<file path="config.mk">
export PLATFORM = sky130hd
export DESIGN_NAME = smrc_top
export DESIGN_NICKNAME = d
export VERILOG_FILES = /design/src/logic/smrc_pkg.sv /design/src/logic/smrc_top.sv
export SDC_FILE = /design/constraint.sdc
export NUM_CORES = 1
export LEC_CHECK = 0
export BUFFER_PORTS_ARGS = -buffer_cell sky130_fd_sc_hd__buf_2
export CAP_MARGIN = 20
export CORE_MARGIN = 1
export CORE_UTILIZATION = 55
export CTS_BUF_LIST = sky130_fd_sc_hd__clkbuf_4 sky130_fd_sc_hd__clkbuf_8 sky130_fd_sc_hd__clkbuf_16
export DETAILED_ROUTE_END_ITERATION = 8
export GPL_ROUTABILITY_DRIVEN = 0
export PLACE_DENSITY = 0.83
export SETUP_SLACK_MARGIN = 0.3
export SLEW_MARGIN = 20
export SYNTH_ARGS = -nofsm -noshare
export SYNTH_HDL_FRONTEND = slang
export SYNTH_SLANG_ARGS = --single-unit
</file>
<file path="constraint.sdc">
create_clock -name i_clk -period 5 [get_ports i_clk]
set_input_delay 0.5 -clock i_clk [delete_from_list [all_inputs] [get_ports i_clk]]
set_output_delay 0.5 -clock i_clk [all_outputs]
set_load 0.01 [all_outputs]
</file>
<file path="src/logic/smrc_pkg.sv">
// Package with the register map, control fields and sample timing of the mode/rate control block.
package smrc_pkg;

    // ------------------------------------------------------------------
    // Register map
    // ------------------------------------------------------------------
    localparam logic [7:0] ADDR_DEVICE_IDENTITY = 8'h0d;
    localparam logic [7:0] ADDR_MODE_RATE_CTRL  = 8'h2a;
    localparam logic [7:0] CTRL_RESET           = 8'h00;
    localparam logic [7:0] RDATA_UNMAPPED       = 8'h00;

    // ------------------------------------------------------------------
    // Output data addresses walked by a burst read
    // ------------------------------------------------------------------
    localparam logic [7:0] ADDR_X_MSB    = 8'h01;
    localparam logic [7:0] ADDR_Y_MSB    = 8'h03;
    localparam logic [7:0] ADDR_Z_MSB    = 8'h05;
    localparam logic [7:0] ADDR_Z_LSB    = 8'h06;
    localparam logic [7:0] ADDR_STEP_ONE = 8'h01;
    localparam logic [7:0] ADDR_STEP_TWO = 8'h02;
    localparam logic [7:0] MAG_SPAN_FULL = 8'h05;
    localparam logic [7:0] MAG_SPAN_FAST = 8'h04;

    // ------------------------------------------------------------------
    // Control register layout
    // ------------------------------------------------------------------
    typedef struct packed {
        logic [1:0] sleep_rate;
        logic [2:0] output_rate_select;
        logic       low_noise_select;
        logic       fast_read;
        logic       active;
    } smrc_ctrl_s;

    // ------------------------------------------------------------------
    // Sample timing
    // ------------------------------------------------------------------
    // Every rate period is a whole multiple of the 1.25 ms base period.
    localparam int unsigned CLK_PERIOD_PS  = 20000;
    localparam int unsigned BASE_PERIOD_PS = 1250000000;
    localparam int unsigned BASE_CYCLES    = BASE_PERIOD_PS / CLK_PERIOD_PS;

    typedef logic [10:0] smrc_mult_t;

    // Base periods per output period, indexed by the output rate code.
    localparam smrc_mult_t ODR_MULT [8] = '{
        11'h001, 11'h002, 11'h004, 11'h008, 11'h010, 11'h040, 11'h080, 11'h200
    };
    // Base periods per sample while asleep: 50, 12.5, 6.25 and 1.56 Hz.
    localparam smrc_mult_t SLEEP_MULT [4] = '{11'h010, 11'h040, 11'h080, 11'h200};

endpackage

</file>
<file path="src/logic/smrc_top.sv">
// Mode/rate control register bank with identity register, sample tick and burst addressing.
`timescale 1ns/1ps
module smrc_top #(
    parameter int unsigned P_BASE_CYCLES = smrc_pkg::BASE_CYCLES,
    parameter logic [7:0]  P_IDENTITY    = 8'h5a, // Arbitrary identity value.
    parameter logic [7:0]  P_MAG_X_MSB   = 8'h33
) (
    // Clock and reset
    input  wire logic                i_clk,
    input  wire logic                i_rstn,
    // Register port
    input  wire logic [7:0]          i_reg_addr,
    input  wire logic                i_reg_wr,
    input  wire logic [7:0]          i_reg_wdata,
    input  wire logic                i_reg_rd,
    output logic [7:0]               o_reg_rdata,
    // System mode inputs
    input  wire logic                i_sleep,
    input  wire logic                i_hybrid,
    input  wire logic                i_hyb_autoinc,
    // Burst address stepping
    input  wire logic                i_burst_step,
    input  wire logic [7:0]          i_burst_addr,
    output logic [7:0]               o_burst_next,
    // Control outputs
    output smrc_pkg::smrc_ctrl_s     o_ctrl,
    output logic                     o_gain_x2,
    output logic                     o_range_limit_4g,
    output logic                     o_msb_only,
    output logic                     o_sample_tick
);

    // ------------------------------------------------------------------
    // Control register
    // ------------------------------------------------------------------
    smrc_pkg::smrc_ctrl_s ctrl_q;
    smrc_pkg::smrc_ctrl_s ctrl_d;
    smrc_pkg::smrc_ctrl_s wr_ctrl;
    wire logic ctrl_sel = i_reg_addr == smrc_pkg::ADDR_MODE_RATE_CTRL;
    wire logic ctrl_wr  = i_reg_wr && ctrl_sel;

    // While active only the active bit may move; other fields hold so a running
    // measurement never sees its rate or gain change under it.
    assign wr_ctrl = smrc_pkg::smrc_ctrl_s'(i_reg_wdata);
    always_comb
    begin
        ctrl_d = ctrl_q;
        if (ctrl_wr && !ctrl_q.active)
            ctrl_d = wr_ctrl;
        else if (ctrl_wr)
            ctrl_d.active = wr_ctrl.active;
    end

    always_ff @(posedge i_clk or negedge i_rstn)
    begin
        if (!i_rstn)
            ctrl_q <= smrc_pkg::smrc_ctrl_s'(smrc_pkg::CTRL_RESET);
        else
            ctrl_q <= ctrl_d;
    end

    // ------------------------------------------------------------------
    // Read data
    // ------------------------------------------------------------------
    wire logic       id_sel = i_reg_addr == smrc_pkg::ADDR_DEVICE_IDENTITY;
    wire logic [7:0] rdata_d = id_sel   ? P_IDENTITY :
                               ctrl_sel ? 8'(ctrl_q) : smrc_pkg::RDATA_UNMAPPED;
    logic [7:0] rdata_q;

    always_ff @(posedge i_clk or negedge i_rstn)
    begin
        if (!i_rstn)
            rdata_q <= smrc_pkg::RDATA_UNMAPPED;
        else if (i_reg_rd)
            rdata_q <= rdata_d;
    end

    // ------------------------------------------------------------------
    // Sample tick
    // ------------------------------------------------------------------
    logic [31:0]         base_cnt_q;
    smrc_pkg::smrc_mult_t mult_cnt_q;
    logic                tick_q;
    wire logic base_tick = base_cnt_q == 32'(P_BASE_CYCLES - 1);
    wire smrc_pkg::smrc_mult_t rate_mult = i_sleep
        ? smrc_pkg::SLEEP_MULT[ctrl_q.sleep_rate]
        : smrc_pkg::ODR_MULT[ctrl_q.output_rate_select];
    wire smrc_pkg::smrc_mult_t period_mult = i_hybrid ? 11'(rate_mult << 1) : rate_mult;
    wire logic period_end = base_tick && (mult_cnt_q >= 11'(period_mult - 11'h001));

    always_ff @(posedge i_clk or negedge i_rstn)
    begin
        if (!i_rstn)
        begin
            base_cnt_q <= '0;
            mult_cnt_q <= '0;
            tick_q     <= 1'b0;
        end
        else if (!ctrl_q.active)
        begin
            base_cnt_q <= '0;
            mult_cnt_q <= '0;
            tick_q     <= 1'b0;
        end
        else
        begin
            base_cnt_q <= base_tick ? '0 : base_cnt_q + 32'h1;
            mult_cnt_q <= period_end ? '0 : (base_tick ? mult_cnt_q + 11'h001 : mult_cnt_q);
            tick_q     <= period_end;
        end
    end

    // ------------------------------------------------------------------
    // Burst address auto-increment
    // ------------------------------------------------------------------
    // Fast read steps by two so only high bytes are visited; hybrid auto-increment
    // chains the acceleration block into the magnetic block and wraps back.
    wire logic       fast    = ctrl_q.fast_read;
    wire logic       chain   = i_hybrid && i_hyb_autoinc;
    wire logic [7:0] step    = fast ? smrc_pkg::ADDR_STEP_TWO : smrc_pkg::ADDR_STEP_ONE;
    wire logic [7:0] acc_end = fast ? smrc_pkg::ADDR_Z_MSB : smrc_pkg::ADDR_Z_LSB;
    wire logic [7:0] mag_end = P_MAG_X_MSB + (fast ? smrc_pkg::MAG_SPAN_FAST
                                                   : smrc_pkg::MAG_SPAN_FULL);
    wire logic [7:0] next_addr =
        (i_burst_addr == acc_end) ? (chain ? P_MAG_X_MSB : smrc_pkg::ADDR_X_MSB) :
        (chain && i_burst_addr == mag_end) ? smrc_pkg::ADDR_X_MSB :
        8'(i_burst_addr + step);
    logic [7:0] next_q;

    always_ff @(posedge i_clk or negedge i_rstn)
    begin
        if (!i_rstn)
            next_q <= smrc_pkg::ADDR_X_MSB;
        else if (i_burst_step)
            next_q <= next_addr;
    end

    // ------------------------------------------------------------------
    // Outputs
    // ------------------------------------------------------------------
    assign o_reg_rdata      = rdata_q;
    assign o_burst_next     = next_q;
    assign o_ctrl           = ctrl_q;
    assign o_gain_x2        = ctrl_q.low_noise_select;
    assign o_range_limit_4g = ctrl_q.low_noise_select;
    assign o_msb_only       = ctrl_q.fast_read;
    assign o_sample_tick    = tick_q;

    // ------------------------------------------------------------------
    // Assertions
    // ------------------------------------------------------------------
    property p_id_read;
        @(posedge i_clk) disable iff (!i_rstn)
        i_reg_rd && i_reg_addr == smrc_pkg::ADDR_DEVICE_IDENTITY |=> o_reg_rdata == P_IDENTITY;
    endproperty
    a_id_read: assert property (p_id_read) else $error("identity read wrong");

    property p_active_write;
        @(posedge i_clk) disable iff (!i_rstn)
        i_reg_wr && ctrl_sel |=> o_ctrl.active == $past(i_reg_wdata[0]);
    endproperty
    a_active_write: assert property (p_active_write) else $error("active bit not written");

    property p_standby_quiet;
        @(posedge i_clk) disable iff (!i_rstn)
        !o_ctrl.active ##1 !o_ctrl.active |-> !o_sample_tick;
    endproperty
    a_standby_quiet: assert property (p_standby_quiet) else $error("tick in standby");

    property p_active_hold;
        @(posedge i_clk) disable iff (!i_rstn)
        o_ctrl.active && i_reg_wr && ctrl_sel |=> o_ctrl[7:1] == $past(o_ctrl[7:1]);
    endproperty
    a_active_hold: assert property (p_active_hold) else $error("field changed while active");

    property p_gain_write;
        @(posedge i_clk) disable iff (!i_rstn)
        !o_ctrl.active && i_reg_wr && ctrl_sel |=> o_gain_x2 == $past(i_reg_wdata[2]);
    endproperty
    a_gain_write: assert property (p_gain_write) else $error("gain not updated");

    property p_fast_skip;
        @(posedge i_clk) disable iff (!i_rstn)
        i_burst_step && o_msb_only && i_burst_addr == smrc_pkg::ADDR_X_MSB
        |=> o_burst_next == smrc_pkg::ADDR_Y_MSB;
    endproperty
    a_fast_skip: assert property (p_fast_skip) else $error("fast read did not skip");

    property p_fast_chain;
        @(posedge i_clk) disable iff (!i_rstn)
        i_burst_step && o_msb_only && i_hybrid && i_hyb_autoinc
        && i_burst_addr == smrc_pkg::ADDR_Z_MSB |=> o_burst_next == P_MAG_X_MSB;
    endproperty
    a_fast_chain: assert property (p_fast_chain) else $error("fast hybrid chain wrong");

    property p_full_chain;
        @(posedge i_clk) disable iff (!i_rstn)
        i_burst_step && !o_msb_only && i_hybrid && i_hyb_autoinc
        && i_burst_addr == smrc_pkg::ADDR_Z_LSB |=> o_burst_next == P_MAG_X_MSB;
    endproperty
    a_full_chain: assert property (p_full_chain) else $error("hybrid chain wrong");

    property p_tick_period;
        @(posedge i_clk) disable iff (!i_rstn)
        o_ctrl.active && base_tick && mult_cnt_q == 11'(period_mult - 11'h001)
        |=> o_sample_tick ##1 !o_sample_tick;
    endproperty
    a_tick_period: assert property (p_tick_period) else $error("tick period wrong");

    property p_cov_tick;
        @(posedge i_clk) disable iff (!i_rstn) o_sample_tick && i_sleep;
    endproperty
    c_cov_tick: cover property (p_cov_tick);

    property p_cov_hybrid_fast;
        @(posedge i_clk) disable iff (!i_rstn)
        i_burst_step && o_msb_only && chain && i_burst_addr == smrc_pkg::ADDR_Z_MSB;
    endproperty
    c_cov_hybrid_fast: cover property (p_cov_hybrid_fast);

    property p_cov_ignored;
        @(posedge i_clk) disable iff (!i_rstn)
        o_ctrl.active && ctrl_wr && i_reg_wdata[7:1] != o_ctrl[7:1];
    endproperty
    c_cov_ignored: cover property (p_cov_ignored);

endmodule

</file>
# Word level (Yosys, flattened, before mapping)
# Memory sizes are Yosys's and may differ from the RTL's.
# Index checks and enable logic that the tools add are counted.
# totals
reg_bits	68
romBits	88
inputBits	32
out_inout_bits	28
mem_count	1
# classes
addsub	5
magnitude_cmp	3
eq_ne	6
n_mux	23
n_bitwise	2
reduce_logical	7
# memory_table
name	words	width	read_ports	rd_clocked_by_memory_dff	write_ports	line	rtl
(name not given)	8	11	1	0	0	smrc_top.sv:87	: smrc_pkg::ODR_MULT[ctrl_q.output_rate_select];
# ops
operator	count
$mux W11	9
$mux W32	2
$add A32 B1 Y32 const B	1
$eq A32 B16 Y1 const B	1
$mux W8	4
$bmux W11 S2	1
$add A11 B1 Y11 const B	1
$ge A11 B11 Y1	1
$sub A11 B1 Y11 const B	1
$add A8 B2 Y8	1
$eq A8 B3 Y1	1
$eq A8 B4 Y1 const B	1
$eq A8 B6 Y1 const B	1
$eq A8 B7 Y1	1
$add A6 B3 Y7 const A	1
$mux W6	1
$logic_and A1 B1 Y1	5
$ge A4 B4 Y1 const B	1
$mux W1	4
$mux W2	2
$not A3 Y4	1
$ge A3 B3 Y1 const B	1
$ne A3 B1 Y1 const B	1
$not A2 Y3	1
2 further kinds	2

# Depth between registers and ports, before layout
# depth
word_depth	11
depth_mapped	14
mapped_depth_nobuf	12

# Worst setup path after synthesis
# No wires, ideal clock.
# synth_path
kind	input-to-reg
startpoint	input port i_sleep
endpoint	register mult_cnt_q[2]
setup_time_ns	0.104
arrival_ns	3.535
path_slack_ns	1.361
path_stages	13
path_buffers	1
path_cell_list	or2_2 clkbuf_1 or4_1 ha_1 o221ai_2 nor3_1 mux2_2 ha_1 a211oi_1 nor2_1 nor4b_2 nand3_2 o311ai_1
# synth_via
elab_chain_cells	7
word_cells_on_any_way	8
cone_classes	add/sub (1); order compare (1); eq/ne (1); mux (4); reduce/logical (1)
# synth_rtl
item	line	rtl
from (decl)	smrc_top.sv:18	input wire logic i_sleep,
$mux W11 *	smrc_top.sv:86	? smrc_pkg::SLEEP_MULT[ctrl_q.sleep_rate]
$mux W11 *	smrc_top.sv:88	wire smrc_pkg::smrc_mult_t period_mult = i_hybrid ? 11'(rate_mult << 1) : rate_mult;
$sub A11 B1 Y11 *	smrc_top.sv:89	wire logic period_end = base_tick && (mult_cnt_q >= 11'(period_mult - 11'h001));
$ge A11 B11 Y1 *	smrc_top.sv:89	
$logic_and A1 B1 Y1 *	smrc_top.sv:89	
$mux W11	smrc_top.sv:108	mult_cnt_q <= period_end ? '0 : (base_tick ? mult_cnt_q + 11'h001 : mult_cnt_q);
$mux W11	smrc_top.sv:99	else if (!ctrl_q.active)
to (signal assigned)	smrc_top.sv:108	
to (decl)	smrc_top.sv:82	smrc_pkg::smrc_mult_t mult_cnt_q;
# Every way passes the cells marked *; elsewhere a longest branch is shown, timed or not.
# A chain may end at the register's enable or synchronous reset.

# Worst setup path after layout
# layout_path
startpoint	register ctrl_q (netlist bit o_ctrl[5])
endpoint	register mult_cnt_q[2]
# layout_via
elab_chain_cells	11
word_cells_on_any_way	12
cone_classes	add/sub (1); order compare (1); eq/ne (1); mux (6); bitwise (1); reduce/logical (1); memory (1)
# layout_rtl
item	line	rtl
from (decl)	smrc_top.sv:36	smrc_pkg::smrc_ctrl_s ctrl_q;
from (signal assigned)	smrc_top.sv:57	ctrl_q <= smrc_pkg::smrc_ctrl_s'(smrc_pkg::CTRL_RESET);
from (signal assigned)	smrc_top.sv:59	ctrl_q <= ctrl_d;
$not A3 Y4 (implied by the code) *	smrc_top.sv:87	
$mem_v2 Z8 W11 *	--	
$mux W11 (implied by the code) * (2 in a row)	smrc_top.sv:87	
$mux W11 *	smrc_top.sv:86	
$mux W11 *	smrc_top.sv:88	
$sub A11 B1 Y11 *	smrc_top.sv:89	
$ge A11 B11 Y1 *	smrc_top.sv:89	
$logic_and A1 B1 Y1 *	smrc_top.sv:89	
$mux W11	smrc_top.sv:108	
$mux W11	smrc_top.sv:99	
# Every way passes the cells marked *; elsewhere a longest branch is shown, timed or not. The select of a mux whose other input is x is not followed.

==> run metrics <==
Cell Rows 30; vias per cell 5.81; Worst Path Arrival 3.88 ns; CTS tree built; fmax 0.274 GHz; Global Route Usage Sum 0.243; largest net degree at the start of global routing 69; drc violations 0; I/O Pins 60; minimum clock period 3.65 ns; first-pass GRT wire length 14600 um; CTS buffer count 9; Net Count, Synth 483; Slew Viols, Final 0; clock slew seen by the registers of the worst setup and hold paths 0.07 ns; Root Buffer Master clkbuf_8; crit path max fanout 8; Initial DRC Count 104; Setup Fix Bufs, Post-CTS 0; sequential share of the synthesized area 0.421; reg-to-reg slack, setup approximately 1.4 ns; Hold-fix buffers, CTS 0; gr ovfl total 0; die width 87.7 um; Netlist cell types between 50 and 60; Wirelength per Cell between 15 and 20 um; Final Hold Vio Count 0; Final TNS setup 0 ns; Slew headroom 0.424; Leak 1.94 nW; Via Count 3431; crit-path leading delay family simple AND/OR/NAND/NOR gates; slowest CP cell dfrtp_1; post-route ant nets 0; RSZ-0062 raised after global routing no; required time of the worst setup path around 5.2 ns; # clock sinks between 60 and 70; critical path class flip-flop to flip-flop; P&R area growth vs syn 13.5%; Util after Layout 0.661; detailed placer's ending HPWL about 6400 um; Worst-Margin Slew 0.864 ns; fin nets 539; r2r startpoint o_ctrl[5]$_DFFE_PN0P_; diode count 0; Peak VDD IR 0.000177 V; Die Ht 87.7 um; Pre-Repair DR Iteration Count 6; CP dominant cell by count ha_1; final wirelength 8870 um; I/O Buffers 59; YS warnings 0; count of final setup violators 0; Post-synth EDFFs 0; total power draw 0.00112 W; Post-DP Area about 4400 um^2; cell count after synthesis between 400 and 500; #FFs+latches synth 68; outcome finished clean; post_cts resized 0; initial antenna violation count 0; Initial Util 0.582; Power Density 244 nW/um^2; hold crit path type input pin to async pin; layout cell share with drive strength beyond 1 0.210; R2R Path End mult_cnt_q[2]$_DFFE_PN0P_; Final Cycle Share 0.729; die area roughly 7700 um^2; R2R cell count 13; max cap viols 0; top_reg_cell synth dfrtp_1; FILL cells 564; Async SR Flop Fraction 1.00; CP startpoint kind flip-flop; clk_skew 0.00836 ns; Finished Cell Area 4590 um^2; H-Tree Depth 3; CP Cell Sequence or2_2, or4_1, ha_1, o221ai_2, nor3_1, mux2_2, ha_1, a211oi_1, nor2_1, nor4b_2, buf_4, nand3_2, o311ai_1; clk buf depth 2; Post-Syn Area 4040 um^2; Worst Path Buf+Inv 1; Crit. End Element flip-flop; Worst-Skew Late Latency 0.34 ns; Worst path max stage delay 0.47 ns; number of global-route vias before repair 3331; core area 6940 um^2; syn_area_per_cell 9.32 um^2
synthesized netlist by cell type, types with 4 or more instances:
library cell | n | area [um^2]
a21oi_1 | 20 | 100
o22ai_1 | 4 | 25.0
buf_2 | 4 | 20.0
o211ai_1 | 4 | 30.0
a31oi_1 | 4 | 25.0
and2_1 | 4 | 25.0
nand4_1 | 16 | 100
nor3_1 | 10 | 50.1
inv_1 | 18 | 67.6
ha_1 | 16 | 200
o21a_1 | 4 | 30.0
a22o_1 | 6 | 52.6
o31ai_1 | 4 | 30.0
mux2_2 | 10 | 113
o21ai_0 | 15 | 75.1
clkbuf_1 | 11 | 41.3
and3_1 | 9 | 56.3
dfrtp_1 | 67 | 1680
nor4_1 | 11 | 68.8
xor2_1 | 9 | 78.8
nand3_1 | 20 | 100
nor2_1 | 43 | 161
xnor2_1 | 24 | 210
nand2_1 | 36 | 135
or3_1 | 11 | 68.8
routing by layer:
metal / global-route usage / part of all wire
met5: 0 / 0
met1: 0.304 / 0.45
met4: 0.0775 / 0.0088
met3: 0.0556 / 0.023
met2: 0.416 / 0.52
worst max path at each step:
stage	from	end	depth (start not counted)
after global routing	o_ctrl[5]$_DFFE_PN0P_	mult_cnt_q[2]$_DFFE_PN0P_	13
after detailed placement	i_sleep	mult_cnt_q[2]$_DFFE_PN0P_	14
final	o_ctrl[5]$_DFFE_PN0P_	mult_cnt_q[2]$_DFFE_PN0P_	13
after global placement	i_sleep	mult_cnt_q[2]$_DFFE_PN0P_	14
after CTS	o_ctrl[5]$_DFFE_PN0P_	mult_cnt_q[2]$_DFFE_PN0P_	13
after floorplan	i_sleep	mult_cnt_q[2]$_DFFE_PN0P_	13
placed cells by master, fill, tap and decap left out, types with 6 or more instances in the layout:
cell,Yosys,final
nand4_1,16,16
nor4_1,11,11
clkbuf_8,0,11
o21ai_0,15,15
buf_2,4,59
dfrtp_1,67,67
inv_1,18,18
nor3_1,10,10
nand2_1,36,36
xnor2_1,24,24
a21oi_1,20,20
or3_1,11,11
nand3_1,20,20
ha_1,16,16
and3_1,9,9
xor2_1,9,9
a22o_1,6,6
mux2_2,10,10
nor2_1,43,43
power breakdown:
group	total (W)	leakage, nW	switching, W	internal (W)
Sequential	0.000576	0.922	0.0000127	0.000563
Combinational	0.000118	0.914	0.0000693	0.0000491
Clock	0.000428	0.101	0.000205	0.000223
Total	0.00112	1.94	0.000287	0.000835
metrics by stage:
stage               hold slack, ns  cells  setup slack, ns
floorplan                    0.204    434             1.36
global placement             0.456    575             1.38
detailed placement           0.464    575             1.21
CTS                          0.371    591             1.37
global route                 0.378    591             1.03
finish                       0.322    591             1.35
registers in the layout, indices dropped and copies added, names as in the netlist:
| register | cells |
|---|---|
| o_burst_next | 8 |
| o_gain_x2 | 1 |
| base_cnt_q | 32 |
| o_sample_tick | 1 |
| o_msb_only | 1 |
| o_ctrl | 6 |
| mult_cnt_q | 11 |
| o_reg_rdata | 8 |
cell families after synthesis:
group | after synthesis | synth area share
and+or+nand+nor | 193 | 0.261
muxes | 10 | 0.0278
xor gates and xnor gates | 33 | 0.0715
buffers and inverters | 36 | 0.0374
adders and majority gates | 17 | 0.0545
DFF | 68 | 0.421
AOI/OAI and AO/OA | 77 | 0.126
final cells by class:
class                      count  area (um^2)  area share
clock inverter                 2         10.0     0.00218
clock buffer                  14          174      0.0379
multi-input combinational    330         2190       0.477
timing repair buffer          63          325      0.0709
inverter                      18         67.6      0.0147
tap                           96          120      0.0262
sequential                    68         1700       0.371
Note: power is estimated with default switching activity, not from simulation.
